--- src/core/opmode_pkg.sv ---
/*
  shared constants and carrier types for the operating-mode controller.
  assumes a 100 MHz core clock, the only timebase the block has.
*/
package opmode_pkg;

  // ****************************************
  // clock and timing
  // ****************************************
  localparam int CLK_MHZ      = 100;  // core clock rate
  localparam int ACT_INIT_US  = 10;   // start delay from active
  localparam int STBY_INIT_US = 35;   // start delay from standby
  localparam logic [31:0] ACT_INIT_CYC  = 32'(ACT_INIT_US * CLK_MHZ);
  localparam logic [31:0] STBY_INIT_CYC = 32'(STBY_INIT_US * CLK_MHZ);
  localparam logic [31:0] CONV_BASE_CYC = 32'h0000_0064; // one axis, no averaging
  localparam logic [31:0] SELFTEST_CYC  = 32'h0000_00c8; // one self-test pass

  // ****************************************
  // register offsets
  // ****************************************
  localparam int ADDR_W = 8;
  localparam logic [7:0] A_CTRL   = 8'h00;
  localparam logic [7:0] A_SENSOR = 8'h04;
  localparam logic [7:0] A_WAKE   = 8'h08;
  localparam logic [7:0] A_ALERT  = 8'h0c;
  localparam logic [7:0] A_TRIG   = 8'h10;
  localparam logic [7:0] A_STATUS = 8'h14;
  localparam logic [7:0] A_RESULT = 8'h18;

  // ****************************************
  // field encodings
  // ****************************************
  localparam logic [2:0] OM_CFG   = 3'h0;
  localparam logic [2:0] OM_STBY  = 3'h1;
  localparam logic [2:0] OM_ACTC  = 3'h2; // active, continuous
  localparam logic [2:0] OM_ACTT  = 3'h3; // active, triggered
  localparam logic [2:0] OM_WSLP  = 3'h4;
  localparam logic [2:0] OM_SLEEP = 3'h5;
  localparam logic [2:0] OM_DEEP  = 3'h6;
  localparam logic [1:0] TS_REG   = 2'h0; // trigger register write
  localparam logic [1:0] TS_CS    = 2'h1; // chip select falling edge
  localparam logic [1:0] TS_ALERT = 2'h2; // alert pin pulled low

  // ****************************************
  // carriers and reset values
  // ****************************************
  typedef struct packed {
    logic [1:0] trig_src;
    logic [2:0] op_mode;
  } ctrl_t;
  typedef struct packed {
    logic       selftest_enable;
    logic [1:0] selftest_schedule;
    logic [2:0] sample_averaging;
    logic [3:0] axis_channel_enable;
  } sensor_cfg_t;
  typedef struct packed {
    logic thr_only;
    logic on_done;
  } alert_cfg_t;
  localparam ctrl_t       CTRL_RST   = '{trig_src: 2'h0, op_mode: 3'h0};
  localparam sensor_cfg_t SENSOR_RST = 10'h001;
  localparam logic [3:0]  WAKE_RST   = 4'h0;
  localparam alert_cfg_t  ALERT_RST  = 2'h0;

endpackage

--- src/core/delay_timer.sv ---
/*
  down-counting delay timer with a one-cycle done pulse.
  assumes load and abort come from logic on the same clock.
*/
module delay_timer #(
  parameter int W = 32
) (
  // clock and reset
  input  wire logic         clk,
  input  wire logic         rstn,
  // control
  input  wire logic         load,
  input  wire logic         abort,
  input  wire logic [W-1:0] value,
  // status
  output logic              busy,
  output logic              done
);

  logic [W-1:0] count_r; // cycles left, zero when idle

  // count down; load wins over abort so a restart is never lost
  always_ff @(posedge clk) begin
    if (!rstn) begin
      count_r <= '0;
      done    <= 1'b0;
    end else begin
      done <= 1'b0;
      if (load) begin
        count_r <= (value == '0) ? W'(1) : value; // at least one cycle
      end else if (abort) begin
        count_r <= '0;
      end else if (count_r != '0) begin
        count_r <= count_r - W'(1);
        done    <= (count_r == W'(1));
      end
    end
  end

  assign busy = (count_r != '0);

endmodule

--- src/core/link_sync.sv ---
/*
  two-flop synchronisers with edge detection for pins from the serial link.
  assumes the pins are asynchronous to clk; idle levels are a parameter.
*/
module link_sync #(
  parameter int         N    = 3,
  parameter logic [2:0] IDLE = 3'h0
) (
  // clock and reset
  input  wire logic         clk,
  input  wire logic         rstn,
  // raw pins
  input  wire logic [N-1:0] din,
  // synchronised levels and edges
  output logic [N-1:0]      level,
  output logic [N-1:0]      rise,
  output logic [N-1:0]      fall
);

  logic [N-1:0] s1_r; // metastable stage, read by s2_r only
  logic [N-1:0] s2_r; // settled level
  logic [N-1:0] s3_r; // previous settled level

  // one chain per pin
  for (genvar i = 0; i < N; i++) begin : g_bit
    always_ff @(posedge clk) begin
      if (!rstn) begin
        s1_r[i] <= IDLE[i];
        s2_r[i] <= IDLE[i];
        s3_r[i] <= IDLE[i];
      end else begin
        s1_r[i] <= din[i];
        s2_r[i] <= s1_r[i];
        s3_r[i] <= s2_r[i];
      end
    end
    assign rise[i] = s2_r[i] & ~s3_r[i];
    assign fall[i] = ~s2_r[i] & s3_r[i];
  end

  assign level = s2_r;

endmodule

--- src/core/opmode_ctrl.sv ---
/*
  operating-mode controller of a three-axis magnetic sensor: mode states,
  start delays, conversion timing, periodic wake-up and the alert pin.
  assumes a register port decoded from the serial link on the same clock,
  raw serial pins, and a threshold flag from the result path on clk.
*/
module opmode_ctrl #(
  parameter int MS_CYC        = 100000, // core cycles per millisecond
  parameter int CFG_STBY_CYC  = 5000,   // cfg_to_standby_time in cycles
  parameter int SLEEP_EXIT_CYC = 5000   // sleep exit time in cycles
) (
  // clock and reset
  input  wire logic        clk,
  input  wire logic        rstn,
  // register port
  input  wire logic [7:0]  addr,
  input  wire logic [31:0] wdata,
  input  wire logic        wr,
  input  wire logic        rd,
  output logic [31:0]      rdata,
  // serial link pins
  input  wire logic        cs_n,
  input  wire logic        sck,
  // open-drain alert pin
  input  wire logic        alert_i,
  output logic             alert_o,
  output logic             alert_oe,
  // result path
  input  wire logic        thr_exceeded,
  // status to the analog side
  output logic [2:0]       mode_code,
  output logic             support_on,
  output logic             conv_start,
  output logic             conv_busy
);

  // ****************************************
  // types and state
  // ****************************************
  typedef enum logic [2:0] {S_CFG, S_STBY, S_ACT, S_WSLP, S_SLEEP, S_DEEP, S_EXIT} state_t;
  typedef enum logic [1:0] {C_IDLE, C_INIT, C_RUN} conv_t;

  state_t                    state_r;   // operating mode
  conv_t                     conv_r;    // conversion phase
  opmode_pkg::ctrl_t         ctrl_r;    // mode and trigger source
  opmode_pkg::sensor_cfg_t   sensor_r;  // conversion setup
  logic [3:0]                wake_r;    // wake interval select
  opmode_pkg::alert_cfg_t    alrt_r;    // alert setup
  logic [15:0]               result_r;  // completed conversion count
  logic [3:0]                own_r;     // recent own alert drive history

  // ****************************************
  // helper functions
  // ****************************************

  // mode field to state; unknown codes fall back to configuration
  function automatic state_t target(input logic [2:0] om);
    unique case (om)
      opmode_pkg::OM_STBY:  target = S_STBY;
      opmode_pkg::OM_ACTC,
      opmode_pkg::OM_ACTT:  target = S_ACT;
      opmode_pkg::OM_WSLP:  target = S_WSLP;
      opmode_pkg::OM_SLEEP: target = S_SLEEP;
      opmode_pkg::OM_DEEP:  target = S_DEEP;
      default:              target = S_CFG;
    endcase
  endfunction

  // start delay depends on where the conversion starts from
  function automatic logic [31:0] init_delay(input state_t s);
    unique case (s)
      S_ACT:   init_delay = opmode_pkg::ACT_INIT_CYC;
      S_STBY:  init_delay = opmode_pkg::STBY_INIT_CYC;
      S_CFG:   init_delay = 32'(CFG_STBY_CYC) + opmode_pkg::STBY_INIT_CYC;
      default: init_delay = 32'(SLEEP_EXIT_CYC) + 32'(CFG_STBY_CYC)
                            + opmode_pkg::STBY_INIT_CYC;
    endcase
  endfunction

  // conversion length from channel count, averaging and self-test
  function automatic logic [31:0] conv_len(input opmode_pkg::sensor_cfg_t c);
    logic [31:0] n;
    logic [31:0] len;
    n = 32'h0000_0000;
    for (int i = 0; i < 4; i++) begin
      n = n + 32'(c.axis_channel_enable[i]);
    end
    if (n == 32'h0000_0000) begin
      n = 32'h0000_0001; // nothing enabled still takes one slot
    end
    len = n * (opmode_pkg::CONV_BASE_CYC << c.sample_averaging);
    if (c.selftest_enable) begin
      len = len + (opmode_pkg::SELFTEST_CYC << c.selftest_schedule);
    end
    conv_len = len;
  endfunction

  // wake interval table in milliseconds
  function automatic logic [31:0] wake_ms(input logic [3:0] sel);
    unique case (sel)
      4'h0:    wake_ms = 32'h0000_0001;
      4'h1:    wake_ms = 32'h0000_0005;
      4'h2:    wake_ms = 32'h0000_000a;
      4'h3:    wake_ms = 32'h0000_000f;
      4'h4:    wake_ms = 32'h0000_0014;
      4'h5:    wake_ms = 32'h0000_001e;
      4'h6:    wake_ms = 32'h0000_0064;
      4'h7:    wake_ms = 32'h0000_01f4;
      default: wake_ms = 32'h0000_03e8;
    endcase
  endfunction

  // reported mode code; the exit phase shows as configuration
  function automatic logic [2:0] code_of(input state_t s, input logic [2:0] om);
    unique case (s)
      S_STBY:  code_of = opmode_pkg::OM_STBY;
      S_ACT:   code_of = om;
      S_WSLP:  code_of = opmode_pkg::OM_WSLP;
      S_SLEEP: code_of = opmode_pkg::OM_SLEEP;
      S_DEEP:  code_of = opmode_pkg::OM_DEEP;
      default: code_of = opmode_pkg::OM_CFG;
    endcase
  endfunction

  // ****************************************
  // link pins
  // ****************************************
  logic [2:0] pin_lvl;  // synced {alert, sck, cs_n}
  logic [2:0] pin_rise; // rising edges
  logic [2:0] pin_fall; // falling edges

  // idle levels: alert high, sck low, cs_n high
  link_sync #(.N(3), .IDLE(3'h5)) u_sync (
    .clk   (clk),
    .rstn  (rstn),
    .din   ({alert_i, sck, cs_n}),
    .level (pin_lvl),
    .rise  (pin_rise),
    .fall  (pin_fall)
  );

  // our own drive shows up late through the synchroniser, so mask it
  logic alert_ext; // host pulled alert low
  assign alert_ext = pin_fall[2] & ~(|own_r) & ~alert_oe;

  logic spi_act;   // chip select or clock activity
  assign spi_act = pin_fall[0] | (pin_rise[1] & ~pin_lvl[0]);

  // ****************************************
  // events
  // ****************************************
  logic asleep;     // any of the sleep states
  logic awake;      // register writes allowed
  logic wake_evt;   // host wakes a sleeping device
  logic mode_chg;   // field asks for a new mode
  logic trig_evt;   // trigger by the selected source
  logic trig_ok;    // current mode accepts triggers
  logic start_req;  // begin a start delay
  logic ph_done;    // phase timer expired
  logic ph_load;    // phase timer reload
  logic [31:0] ph_val;
  logic wk_done;    // wake interval expired
  logic wk_load;    // wake interval reload
  logic deep_entry; // moving into deep sleep

  assign asleep   = (state_r == S_WSLP) | (state_r == S_SLEEP) | (state_r == S_DEEP);
  assign awake    = (state_r == S_CFG) | (state_r == S_STBY) | (state_r == S_ACT);
  assign wake_evt = asleep & (spi_act | alert_ext);
  assign mode_chg = awake & (target(ctrl_r.op_mode) != state_r);
  assign deep_entry = mode_chg & (target(ctrl_r.op_mode) == S_DEEP);

  // trigger source selection
  always_comb begin
    unique case (ctrl_r.trig_src)
      opmode_pkg::TS_CS:    trig_evt = pin_fall[0];
      opmode_pkg::TS_ALERT: trig_evt = alert_ext;
      default:              trig_evt = wr & (addr == opmode_pkg::A_TRIG);
    endcase
  end

  // deep sleep and plain sleep never take a trigger
  assign trig_ok = (state_r == S_STBY) | (state_r == S_CFG)
                 | ((state_r == S_ACT) & (ctrl_r.op_mode == opmode_pkg::OM_ACTT));

  assign start_req = (conv_r == C_IDLE) & ~mode_chg & (
                       (trig_ok & trig_evt)
                     | ((state_r == S_ACT) & (ctrl_r.op_mode == opmode_pkg::OM_ACTC))
                     | ((state_r == S_WSLP) & wk_done & ~wake_evt));

  // ****************************************
  // timers, all counted on clk
  // ****************************************
  always_comb begin
    ph_load = 1'b0;
    ph_val  = 32'h0000_0000;
    if (wake_evt) begin
      ph_load = 1'b1;
      ph_val  = 32'(SLEEP_EXIT_CYC);
    end else if (start_req) begin
      ph_load = 1'b1;
      ph_val  = init_delay(state_r);
    end else if ((conv_r == C_INIT) & ph_done) begin
      ph_load = 1'b1;
      ph_val  = conv_len(sensor_r);
    end
  end

  // one timer covers exit, start delay and conversion: they never overlap
  delay_timer #(.W(32)) u_phase (
    .clk   (clk),
    .rstn  (rstn),
    .load  (ph_load),
    .abort (mode_chg),
    .value (ph_val),
    .busy  (),
    .done  (ph_done)
  );

  assign wk_load = (mode_chg & (target(ctrl_r.op_mode) == S_WSLP))
                 | ((state_r == S_WSLP) & wk_done);

  // periodic wake interval
  delay_timer #(.W(32)) u_wake (
    .clk   (clk),
    .rstn  (rstn),
    .load  (wk_load),
    .abort (state_r != S_WSLP),
    .value (32'(wake_ms(wake_r) * 32'(MS_CYC))),
    .busy  (),
    .done  (wk_done)
  );

  // ****************************************
  // operating mode
  // ****************************************
  always_ff @(posedge clk) begin
    if (!rstn) begin
      state_r <= S_CFG;
    end else begin
      unique case (state_r)
        S_CFG, S_STBY, S_ACT: begin
          if (mode_chg) begin
            state_r <= target(ctrl_r.op_mode);
          end
        end
        S_WSLP, S_SLEEP, S_DEEP: begin
          if (wake_evt) begin
            state_r <= S_EXIT;
          end
        end
        S_EXIT: begin
          if (ph_done) begin
            state_r <= S_CFG;
          end
        end
      endcase
    end
  end

  // ****************************************
  // conversion phases
  // ****************************************
  always_ff @(posedge clk) begin
    if (!rstn) begin
      conv_r <= C_IDLE;
    end else if (mode_chg | wake_evt) begin
      conv_r <= C_IDLE; // a mode change abandons the conversion
    end else begin
      unique case (conv_r)
        C_IDLE: if (start_req) begin
          conv_r <= C_INIT;
        end
        C_INIT: if (ph_done) begin
          conv_r <= C_RUN;
        end
        C_RUN: if (ph_done) begin
          conv_r <= C_IDLE;
        end
      endcase
    end
  end

  // ****************************************
  // configuration registers
  // ****************************************
  // writes land only while awake; in sleep the frame is the wake-up
  always_ff @(posedge clk) begin
    if (!rstn) begin
      ctrl_r   <= opmode_pkg::CTRL_RST;
      sensor_r <= opmode_pkg::SENSOR_RST;
      wake_r   <= opmode_pkg::WAKE_RST;
      alrt_r   <= opmode_pkg::ALERT_RST;
    end else if (deep_entry) begin
      ctrl_r.trig_src <= opmode_pkg::CTRL_RST.trig_src;
      sensor_r        <= opmode_pkg::SENSOR_RST;
      wake_r          <= opmode_pkg::WAKE_RST;
      alrt_r          <= opmode_pkg::ALERT_RST;
    end else begin
      if (wr & awake) begin
        unique case (addr)
          opmode_pkg::A_CTRL:   ctrl_r   <= wdata[4:0];
          opmode_pkg::A_SENSOR: sensor_r <= wdata[9:0];
          opmode_pkg::A_WAKE:   wake_r   <= wdata[3:0];
          opmode_pkg::A_ALERT:  alrt_r   <= wdata[1:0];
          default: ;
        endcase
      end
      // hardware set after the write: waking always lands in configuration
      if (wake_evt) begin
        ctrl_r.op_mode <= opmode_pkg::OM_CFG;
      end
    end
  end

  // ****************************************
  // results
  // ****************************************
  // kept through sleep and wake-sleep, lost in deep sleep
  always_ff @(posedge clk) begin
    if (!rstn) begin
      result_r <= 16'h0000;
    end else if (deep_entry) begin
      result_r <= 16'h0000;
    end else if ((conv_r == C_RUN) & ph_done) begin
      result_r <= result_r + 16'h0001;
    end
  end

  // ****************************************
  // alert pin
  // ****************************************
  logic conv_done; // conversion just finished
  logic alert_set; // raise alert this cycle
  logic alert_clr; // status read, mode change or wake clears it
  assign conv_done = (conv_r == C_RUN) & ph_done & ~mode_chg & ~wake_evt;
  assign alert_set = conv_done & (alrt_r.thr_only ? thr_exceeded : alrt_r.on_done);
  assign alert_clr = (rd & (addr == opmode_pkg::A_STATUS)) | mode_chg | wake_evt;

  // set wins over clear so a finish in the read cycle is not lost
  always_ff @(posedge clk) begin
    if (!rstn) begin
      alert_oe <= 1'b0;
      alert_o  <= 1'b0;
      own_r    <= 4'h0;
    end else begin
      alert_o <= 1'b0; // open drain only ever pulls low
      own_r   <= {own_r[2:0], alert_oe};
      if (alert_set) begin
        alert_oe <= 1'b1;
      end else if (alert_clr) begin
        alert_oe <= 1'b0;
      end
    end
  end

  // ****************************************
  // status outputs
  // ****************************************
  always_ff @(posedge clk) begin
    if (!rstn) begin
      mode_code  <= opmode_pkg::OM_CFG;
      support_on <= 1'b0;
      conv_start <= 1'b0;
      conv_busy  <= 1'b0;
    end else begin
      mode_code  <= code_of(state_r, ctrl_r.op_mode);
      support_on <= (state_r == S_STBY) | (state_r == S_ACT);
      conv_start <= (conv_r == C_INIT) & ph_done & ~mode_chg & ~wake_evt;
      conv_busy  <= (conv_r != C_IDLE);
    end
  end

  // ****************************************
  // read port
  // ****************************************
  // data stand one cycle after the strobe; unmapped reads give zero
  always_ff @(posedge clk) begin
    if (!rstn) begin
      rdata <= 32'h0000_0000;
    end else if (rd) begin
      unique case (addr)
        opmode_pkg::A_CTRL:   rdata <= {27'h000_0000, ctrl_r};
        opmode_pkg::A_SENSOR: rdata <= {22'h00_0000, sensor_r};
        opmode_pkg::A_WAKE:   rdata <= {28'h000_0000, wake_r};
        opmode_pkg::A_ALERT:  rdata <= {30'h0000_0000, alrt_r};
        opmode_pkg::A_STATUS: rdata <= {26'h000_0000, alert_oe, conv_r == C_INIT,
                                        conv_r != C_IDLE, code_of(state_r, ctrl_r.op_mode)};
        opmode_pkg::A_RESULT: rdata <= {16'h0000, result_r};
        default:              rdata <= 32'h0000_0000;
      endcase
    end else begin
      rdata <= 32'h0000_0000;
    end
  end

endmodule

--- config.mk ---
export PLATFORM = sky130hd
export DESIGN_NAME = opmode_ctrl
export DESIGN_NICKNAME = d
export VERILOG_FILES = /design/src/core/opmode_pkg.sv /design/src/core/delay_timer.sv /design/src/core/link_sync.sv /design/src/core/opmode_ctrl.sv
export SDC_FILE = /design/constraint.sdc
export NUM_CORES = 1
export LEC_CHECK = 0
export ABC_AREA = 1
export BUFFER_PORTS_ARGS = -buffer_cell sky130_fd_sc_hd__buf_2
export CORE_ASPECT_RATIO = 0.5
export CORE_UTILIZATION = 48
export DETAILED_ROUTE_END_ITERATION = 7
export GPL_ROUTABILITY_DRIVEN = 0
export PLACE_DENSITY = 0.71
export SETUP_SLACK_MARGIN = 0.5
export SYNTH_ARGS = -nofsm -noshare
export SYNTH_HDL_FRONTEND = slang
export SYNTH_SLANG_ARGS = --single-unit
--- constraint.sdc ---
create_clock -name clk -period 18.7 [get_ports clk]
set_input_delay 0 -clock clk [delete_from_list [all_inputs] [get_ports clk]]
set_output_delay 0 -clock clk [all_outputs]
set_load 0.1 [all_outputs]
; ---- Word-level counts from Yosys, hierarchy flattened
; Memories as Yosys holds them, arrays and structs flattened. A register that Yosys moved wholly into a read port is not among the register bits.
; Index checks and enable logic that the tools add are counted.
[op_classes]
n_addsub = 7
multipliers = 2
n_div = 0
order_cmp = 0
n_eq_ne = 34
shift = 2
n_mux = 41
bitwise_logic = 52
reduce_logical = 30
[ops]
columns = operator, n
row1 = 32-bit 2-to-1 mux, 16
row2 = 32-bit zero test, 3
row3 = 16-bit case mux with 6 select lines, 1
row4 = 32-bit by 1-bit equality test with 1-bit output (second input constant), 2
row5 = 32-bit nonzero test, 2
row6 = 32-bit by 1-bit subtractor with 32-bit output (second input constant), 2
row7 = 14-bit case mux with 3 select lines, 1
row8 = 32-bit adder, 1
row9 = 32-bit by 12-bit multiplier with 27-bit output (second input constant), 1
row10 = 32-bit by 32-bit multiplier with 32-bit output, 1
row11 = 7-bit by 3-bit << shifter with 32-bit output (first input constant), 1
row12 = 8-bit by 2-bit << shifter with 32-bit output (first input constant), 1
row13 = 3-bit case mux with 5 select lines, 2
row14 = 1-bit AND, 27
row15 = 8-bit by 5-bit equality test with 1-bit output (second input constant), 3
row16 = 3-bit 2-to-1 mux, 8
row17 = 3-bit equality test (second input constant), 7
row18 = 16-bit by 1-bit adder with 16-bit output (second input constant), 1
row19 = 8-bit by 4-bit equality test with 1-bit output (second input constant), 2
row20 = 3-bit by 2-bit equality test with 1-bit output (second input constant), 5
row21 = 1-bit bitwise OR, 14
row22 = 4-bit OR reduction, 3
row23 = 1-bit NOT, 11
row24 = 2-bit AND reduction, 5
row25 = other kinds (25), 48
[totals]
register_bits = 160
latch_bits = 0
ramBits = 0
rom_bits = 72
inputBits = 48
memories = 1
[memory_table]
columns = memory, depth, width, rd, rd_clocked_by_memory_dff, write_ports, line_no
row1 = (name not given), 8, 9, 1, 1, 0, opmode_ctrl.sv:100  ; unique case (sel)

; ---- Depth between registers and ports, before layout
; Gate-level depths: netlist of the first run.
[logic_depth]
ltp_word = 21
mapped_depth = 41
depth_no_buf = 40

; ---- Hierarchy
; A second synthesis of the first run with hierarchy kept.
[hier_totals]
cells_unflattened = 2032
hier_area_um2 = 13439.1
[modules_own_cells]
columns = mod, n_inst, cells_each, area_per_inst_um2, seq_area_each_um2
row1 = opmode_ctrl, 1, 1174, 8308.0, 1501.4
row2 = delay_timer, 2, 410, 2416.1, 660.6
row3 = link_sync, 1, 38, 299.0, 180.2

; ---- Least setup slack after synthesis of the first run
; Ideal clock, no wire load.
[synth_path]
kind = register to register
from = reg sensor_r[0] in the netlist's numbering
to = reg u_phase.count_r[0]
setup_ps = 70
arrival_ps = 6635
required_ps = 18630
path_slack_ps = 11995
stages_incl_launch_ff = 38
period_less_slack_ps = 6705
cell_sequence = dfxtp_1 > inv_1 > fa_1 > inv_1 > ha_1 > ha_1 > nor2_1 > nor2_1 > clkbuf_1 > nor2_1 > fa_1 > ha_1 > ha_1 > ha_1 > ha_1 > fa_1 > ha_1 > ha_1 > [... 2 more ...] > nand2_1 > nand2_1 > ha_1 > nand2_1 > nor3_1 > nand2_1 > nand3_1 > nand2_1 > nor2_1 > nand2_1 > or2_0 > nor2_1 > nor2_1 > nand2_1 > nand2_1 > nor2_1 > nand3_1 > a21oi_1
[synth_between]
elab_chain_len = 17
[synth_lines]
columns = item, line_no
row1 = "start, declared", opmode_ctrl.sv:46  ; opmode_pkg::sensor_cfg_t sensor_r;
row2 = "start signal, assigned", opmode_ctrl.sv:290  ; sensor_r <= opmode_pkg::SENSOR_RST;
row3 = "start signal, assigned", opmode_ctrl.sv:295  ; sensor_r <= opmode_pkg::SENSOR_RST;
row4 = "start signal, assigned", opmode_ctrl.sv:302  ; opmode_pkg::A_SENSOR: sensor_r <= wdata[9:0];
row5 = 1-bit by 1-bit adder with 2-bit output (*), opmode_ctrl.sv:86  ; n = n + 32'(c.axis_channel_enable[i]);
row6 = 2-bit by 1-bit adder with 3-bit output (*), opmode_ctrl.sv:86
row7 = 3-bit by 1-bit adder with 4-bit output (*), opmode_ctrl.sv:86
row8 = 32-bit zero test, opmode_ctrl.sv:88  ; if (n == 32'h0000_0000) begin
row9 = 4-bit 2-to-1 mux (*), opmode_ctrl.sv:88
row10 = 32-bit 2-to-1 mux (*), opmode_ctrl.sv:202  ; end else if ((conv_r == C_INIT) & ph_done) begin
row11 = 32-bit 2-to-1 mux (*), opmode_ctrl.sv:199  ; end else if (start_req) begin
row12 = 32-bit 2-to-1 mux (*), opmode_ctrl.sv:196  ; if (wake_evt) begin
row13 = 32-bit by 32-bit multiplier with 32-bit output (*), opmode_ctrl.sv:91  ; len = n * (opmode_pkg::CONV_BASE_CYC << c.sample_averaging);
row14 = 32-bit adder, opmode_ctrl.sv:93  ; len = len + (opmode_pkg::SELFTEST_CYC << c.selftest_schedule);
row15 = 32-bit 2-to-1 mux (*), opmode_ctrl.sv:92  ; if (c.selftest_enable) begin
row16 = 32-bit 2-to-1 mux (*), opmode_ctrl.sv:202
row17 = 32-bit 2-to-1 mux (*), opmode_ctrl.sv:199
row18 = 32-bit 2-to-1 mux (*), opmode_ctrl.sv:196
row19 = 32-bit zero test, delay_timer.sv:30  ; count_r <= (value == '0) ? W'(1) : value;
row20 = 32-bit 2-to-1 mux (*), delay_timer.sv:30
row21 = 32-bit 2-to-1 mux (*), delay_timer.sv:29  ; if (load) begin
row22 = "end signal, assigned", delay_timer.sv:30
row23 = "end signal, assigned", delay_timer.sv:34  ; count_r <= count_r - W'(1);
row24 = "end, declared", delay_timer.sv:20  ; logic [W-1:0] count_r;
; Mark *: on every way between the ends. The rest lies on a longest branch, timed or not. The select of a mux whose other input is x is not followed.
; A chain may end at the register's enable or synchronous reset.

; ---- Worst setup path after layout of the first run
; Ends and elaborated chain as after synthesis.

==> reports/metrics.cfg, run 1 <==
[logic_synthesis]
yosys.area_share.simple_pct = 30.7
synth_fa_ha_area_share_pct = 21.0
synth_top_family_by_area = simple AND/OR/NAND/NOR gates
async_reset_ff_share_pct = 0
synth-seq-cells = 150
synth.most_common_cell = nand2_1
synth_top_area_share_pct = 23.8
synthesis.area_mm2 = 0.0126
synth.distinct_cells = 61
yosysTopAreaCell = dfxtp_1
synthFlopType = dfxtp_1
ys_warn_count = 0
synth_cells = 1822
synth_compound_area_share_pct = 8.75
syn_avg_cell_area_um2 = 6.93
ys_seq_area_share_pct = 23.8
synth-xor-area-share_pct = 4.23
synth_area_leaders = dfxtp_1 24%, ha_1 16%, nand2_1 10%
ys_top_cells_by_count = 349 x nand2_1, 295 x inv_1, 243 x nor2_1, 157 x ha_1, 150 x dfxtp_1
synth-edff-count = 0
synth_mux_area_share_pct = 0.0793

[die]
num_io_pins = 88
start_util_pct = 49.5
die_x_um = 231
std_cell_rows = 41
coreArea_mm2 = 0.0255
dieArea_mm2 = 0.0270
die_y_um = 117

[detailed_routing]
drt_first_iter_violations = 664
vias_per_cell = 5.02
wl_per_cell_um = 12.5
ant_nets = 0
drtPass1Iterations = 5
post-route-drc-count = 0
vias = 11200
wl_um = 27900

[pwr]
total_power_mw = 1.27
cellLeakagePower_nw = 7.28
power_density_mw_per_mm2 = 91.3
peakVddDrop_mv = 0.0652

[setup_path]
critPathCaptureType = flop
worst-path-buf-inv = 2
path_delay_family = adder cells
critical_path_class = flop to flop
crit_slowest_cell = nor2_1
worstPathArrival_ns = 7.99
worst-path-max-fanout = 12
start_kind = flop
critPathMaxStageDelay_ns = 0.55
worstPathRequired_ns = 19.07

[layout]
drive_above_1_share_pct = 8.22
multiInputGateArea_mm2 = 0.00824
stdcell_area_mm2 = 0.0139
fillers = 2527
area_delta_synth_final_pct = 9.72
seq_area_mm2 = 0.00300
antenna_cells = 0
nets = 2111

[timing]
slew-limit-headroom_pct = 25.2
whs_ns = 0.0184
min_period_ns = 7.62
worst_slack_ns = 11.08
fin_crit_sh_pct = 40.7
setup_violations = 0
tightest_slew_ns = 1.12
hold_viol = 0
rsz0062_at_grt = no
drv_slew = 0
tns_ns = 0
max_freq_mhz = 131
skew_ns = 0.0101

[place]
place_ws_ns = 11.09
numPortBuffers = 48
dpl.hpwl_um = 22100
place_area_mm2 = 0.0131

[clocking]
cts_setup_buffers = 0
worstSkewPairLatency_ns = 0.44
cts_tree = done
cts_made_buffers = 17
clock-sinks = 150
cts_root_buffer = clkbuf_16
ctsHtreeMaxLevel = 4
cts_hold_buf = 16
post_cts_resized = 0
cts.path.max_buffers = 2
clkSlewWorstSetupHoldPaths_ns = 0.07

[min_path]
hold_path.class = input port to flop

[global_route]
grt_pass1_vias = 10500
grt_max_degree = 33
grt_pass1_wl_um = 48300
gr-total-overflow = 0
grt_usage_pct = 22.0
antenna_found_initial = 0

[run]
maxCapViolCount = 0

[status]
status = completed

-- layer usage --
| metal | global-route usage, % | vias up | wire length [µm] | share of wire (%) |
|---|---|---|---|---|
| met5 | 0 | - | 0 | 0 |
| met4 | 6.31 | 0 | 440 | 1.6 |
| li1 | - | 5896 | - | - |
| met2 | 38.6 | 173 | 13100 | 47 |
| met3 | 3.81 | 32 | 1010 | 3.6 |
| met1 | 27.9 | 5095 | 13400 | 48 |
-- sequential cells by signal (all words and copies together), names as in the netlist, 4 cells and up, named ones only --
name	cells
ctrl_r	5
own_r	4
rdata	16
result_r	16
sensor_r	10
u_phase.count_r	32
u_wake.count_r	32
wake_r	4
-- worst reg2reg max path: cells and delay by family (launching register included) --
kind | cells | cell delay [ns]
buffers and inverters | 2 | 0.13
DFF | 1 | 0.33
and+or+nand+nor | 21 | 2.76
AOI/OAI and AO/OA | 1 | 0.13
adders and majority gates | 12 | 4.18
-- layout make-up --
class | instances | share of cell area [%]
Clock buffer | 17 | 3.07
Clock inverter | 15 | 1.34
Inverter | 310 | 8.43
Multi-Input combinational cell | 1329 | 59.5
Sequential cell | 150 | 21.7
Tap cell | 344 | 3.11
Timing Repair Buffer | 64 | 2.89
-- path summary, 6_finish.rpt --
check                           cells after the start            endpoint            from  slack, ns
worst min-delay path                                2      u_sync.s3_r[0]            rstn       0.02
worst max register to register                     36  u_phase.count_r[0]     sensor_r[0]      11.08
worst min register to register                      2     u_sync.level[1]  u_sync.s1_r[1]       0.42
worst max-delay path                               36  u_phase.count_r[0]     sensor_r[0]      11.08
-- where the power goes --
group | internal [mW] | switching [mW]
registers | 0.355 | 0.0359
logic | 0.175 | 0.342
clock network | 0.202 | 0.155
total | 0.732 | 0.533
-- cells in the final DEF (no fill, tap or decap), drive strengths merged, types with 3 or more instances in the layout --
cell / instances
conb: 18
nand4: 25
nor3b: 5
a21oi: 102
nor2: 256
a221oi: 3
o21ai: 43
buf: 48
nor4: 11
inv: 315
o21a: 3
clkbuf: 17
xnor2: 25
ha: 157
fa: 34
nand3b: 3
xor2: 36
a21o: 3
nand3: 125
a211oi: 8
or2: 24
dfxtp: 150
o211ai: 4
o21bai: 6
clkinv: 6
and3: 5
a31oi: 9
nand2: 361
dlygate4sd3: 16
nor3: 42
o22ai: 11
-- stage by stage --
stage | instances | util (%)
after floorplan | 1838 | -
after global placement | 2181 | 51.3
after detailed placement | 2181 | 51.3
after CTS | 2229 | 54.3
after global routing | 2229 | 54.3
final | 2229 | 54.3
-- cells by family (layout without fill, tap and decap cells) --
family	after synthesis	in the layout
adder cells (fa/ha/maj)	191	191
other	2	18
multiplexers	1	1
buffers and inverters	359	406
flip-flops	150	150
AO/OA/AOI/OAI	196	196
XOR/XNOR	61	61
AND/OR/NAND/NOR	862	862
Power figures use the tool's default switching activity.
==> run 2, diff against run 1 <==
- clock period: 18.7 -> 7.1 ns (I/O delays scaled with it)
==> run 2 against run 1 <==
Design area is 3.4% higher; worst setup slack worse by 10 ns; largest cell class unchanged; sequential share of layout area is 0.71 points lower; critical path depth is 3 higher; power grew to 2.7 times the previous value; cell count is 0.45% higher; worst hold slack better by 0.012 ns; die area stayed put; maximum frequency is 22% higher; register-to-register slack worse by 10 ns; wire length is 3.8% higher.
==> reports/metrics.cfg, run 2 (same netlist as run 1, synthesis figures left out) <==
[timing]
rsz0062_at_grt = no
tns_ns = 0  ; unchanged
skew_ns = 0.00635  ; -0.00375 ns
tightest_slew_ns = 1.02  ; -0.104 ns
min_period_ns = 6.23  ; -1.39 ns
setup_violations = 0  ; unchanged
drv_slew = 0  ; unchanged
hold_viol = 0  ; unchanged
fin_crit_sh_pct = 87.7  ; +47 points
slew-limit-headroom_pct = 32.0  ; +6.9 points
max_freq_mhz = 161  ; +22%

[clocking]
clock-sinks = 150  ; unchanged
clkSlewWorstSetupHoldPaths_ns = 0.07  ; about the same
worstSkewPairLatency_ns = 0.44  ; about the same
cts_tree = done
cts.path.max_buffers = 2  ; unchanged
cts_root_buffer = clkbuf_16
cts_made_buffers = 17  ; unchanged
ctsHtreeMaxLevel = 4  ; unchanged

[setup_path]
critPathMaxStageDelay_ns = 0.57  ; +0.02 ns
critPathCaptureType = flop
worst-path-buf-inv = 5  ; +3
crit_end = u_phase.count_r[0]
path_delay_family = adder cells
cpMostUsedCell = nand2_1
critical_path.startpoint = sensor_r[0]
r2r_end = u_phase.count_r[0]
r2r_setup_slack_ns = 0.87  ; -10.21 ns
worstPathRequired_ns = 7.48  ; -11.59 ns
worstPathArrival_ns = 6.61  ; -1.38 ns
reg2reg_from = sensor_r[0]
worst-r2r-cell-count = 39  ; +8.3%
worst-path-max-fanout = 4  ; -8
start_kind = flop
worst-path-stages = 39  ; +8.3%
crit_slowest_cell = fa_2
critical_path_class = flop to flop

[detailed_routing]
wl_per_cell_um = 12.9  ; +3.3%
drtPass1Iterations = 7  ; +2
post-route-drc-count = 0  ; unchanged
vias = 11300  ; +1.3%
wl_um = 29000  ; +3.8%
drt_first_iter_violations = 746  ; +12%
vias_per_cell = 5.07  ; +0.90%
ant_nets = 0  ; unchanged

[global_route]
globalRouteMet1Util_pct = 27.5  ; -0.37 points
grt_usage_pct = 22.1  ; +0.11 points
grt_pass1_vias = 10600  ; +1.1%
antenna_found_initial = 0  ; unchanged
globalRouteMet2Util_pct = 38.8  ; +0.16 points
grt_busiest_layer = met2
grt_pass1_wl_um = 48600  ; +0.51%
gr-total-overflow = 0  ; unchanged
grt_max_degree = 33  ; unchanged
grt_use_met3_pct = 4.76  ; +0.95 points

[die]
num_io_pins = 88  ; unchanged
die_y_um = 117  ; unchanged
dieArea_mm2 = 0.0270  ; unchanged
die_x_um = 231  ; unchanged
start_util_pct = 49.5  ; unchanged
coreArea_mm2 = 0.0255  ; unchanged
std_cell_rows = 41  ; unchanged

[place]
dpl.hpwl_um = 22300  ; +1.2%
numPortBuffers = 48  ; unchanged
place_area_mm2 = 0.0131  ; +0.29%

[status]
status = completed

[pwr]
peakVddDrop_mv = 0.180  ; +180%
power_density_mw_per_mm2 = 235  ; +160%
cellLeakagePower_nw = 7.28  ; about the same

[layout]
antenna_cells = 0  ; unchanged
final_common_cell = nand2_1
nets = 2121  ; +0.47%
fillers = 2426  ; -4.0%
area_delta_synth_final_pct = 13.5
stdcell_area_mm2 = 0.0143  ; +3.4%
layout_common_cells = 338 x nand2_1, 294 x inv_1, 234 x nor2_1
reg_top3 = u_phase.count_r x32, u_wake.count_r x32
drive_above_1_share_pct = 11.9  ; +3.7 points

[min_path]
hold_path.class = input port to flop

[run]
maxCapViolCount = 0  ; unchanged

==> run 2: layer usage <==
layer,share of wire [%],wire [µm]
met5,0,0
met4,2.1,609
met3,4.1,1170
met2,47,13600
met1,47,13600
==> run 2: report_power, final <==
group	leakage, nW	switching [mW]	internal, mW
Clock	0.299	0.397	0.564
Sequential	1.21	0.0937	0.935
Combinational	5.77	0.917	0.462
==> run 2: through the flow <==
stage / utilization [%] / worst slack [ns] / power [mW] / std cells / hold slack (ns)
2_1_floorplan: - / 0.502 / 2.16 / 1838 / 0.0976
3_3_place_gp: 51.5 / 0.303 / 2.38 / 2186 / 0.183
3_5_place_dp: 51.5 / 0.170 / 2.39 / 2186 / 0.187
4_1_cts: 54.8 / 0.520 / 3.37 / 2235 / 0.0243
5_1_grt: 56.2 / 0.407 / 3.61 / 2239 / 0.0687
6_report: 56.2 / 0.871 / 3.37 / 2239 / 0.0308
==> run 2: layout make-up <==
cell class | instances | area (µm²) | area share (%)
Sequential cell | 150 | 3000 | 21.0
Clock buffer | 18 | 429 | 3.00
Multi-Input combinational cell | 1329 | 8620 | 60.2
Clock inverter | 14 | 190 | 1.33
Timing Repair Buffer | 74 | 480 | 3.35
Inverter | 310 | 1170 | 8.15
Tap cell | 344 | 430 | 3.00
==> run 2: worst min-delay path by stage <==
stage | cells after the start | endpoint | start | slack, ns
after global routing | 4 | rdata[11] | addr[2] | 0.07
after CTS | 5 | alert_oe | thr_exceeded | 0.02
after detailed placement | 3 | u_sync.s1_r[1] | sck | 0.19
final | 4 | rdata[14] | addr[2] | 0.03
after global placement | 3 | u_sync.s1_r[1] | sck | 0.18
after floorplan | 2 | u_sync.s1_r[1] | sck | 0.1
==> run 2: worst reg2reg max path, delay by kind of cell (launching register included) <==
| kind | cells | cell delay, ns |
|---|---|---|
| adder cells (fa/ha/maj) | 12 | 3.75 |
| AO/OA/AOI/OAI | 2 | 0.24 |
| AND/OR/NAND/NOR | 20 | 1.53 |
| buffers and inverters | 5 | 0.34 |
| flip-flops | 1 | 0.33 |
==> run 2: what timing repair did <==
action,CTS,global route
endpoints found under the setup margin,2,8
pin swaps,4,18
hold endpoints to repair,30,0
setup buffers,2,4
gates resized for setup,12,53
hold buffers,15,0
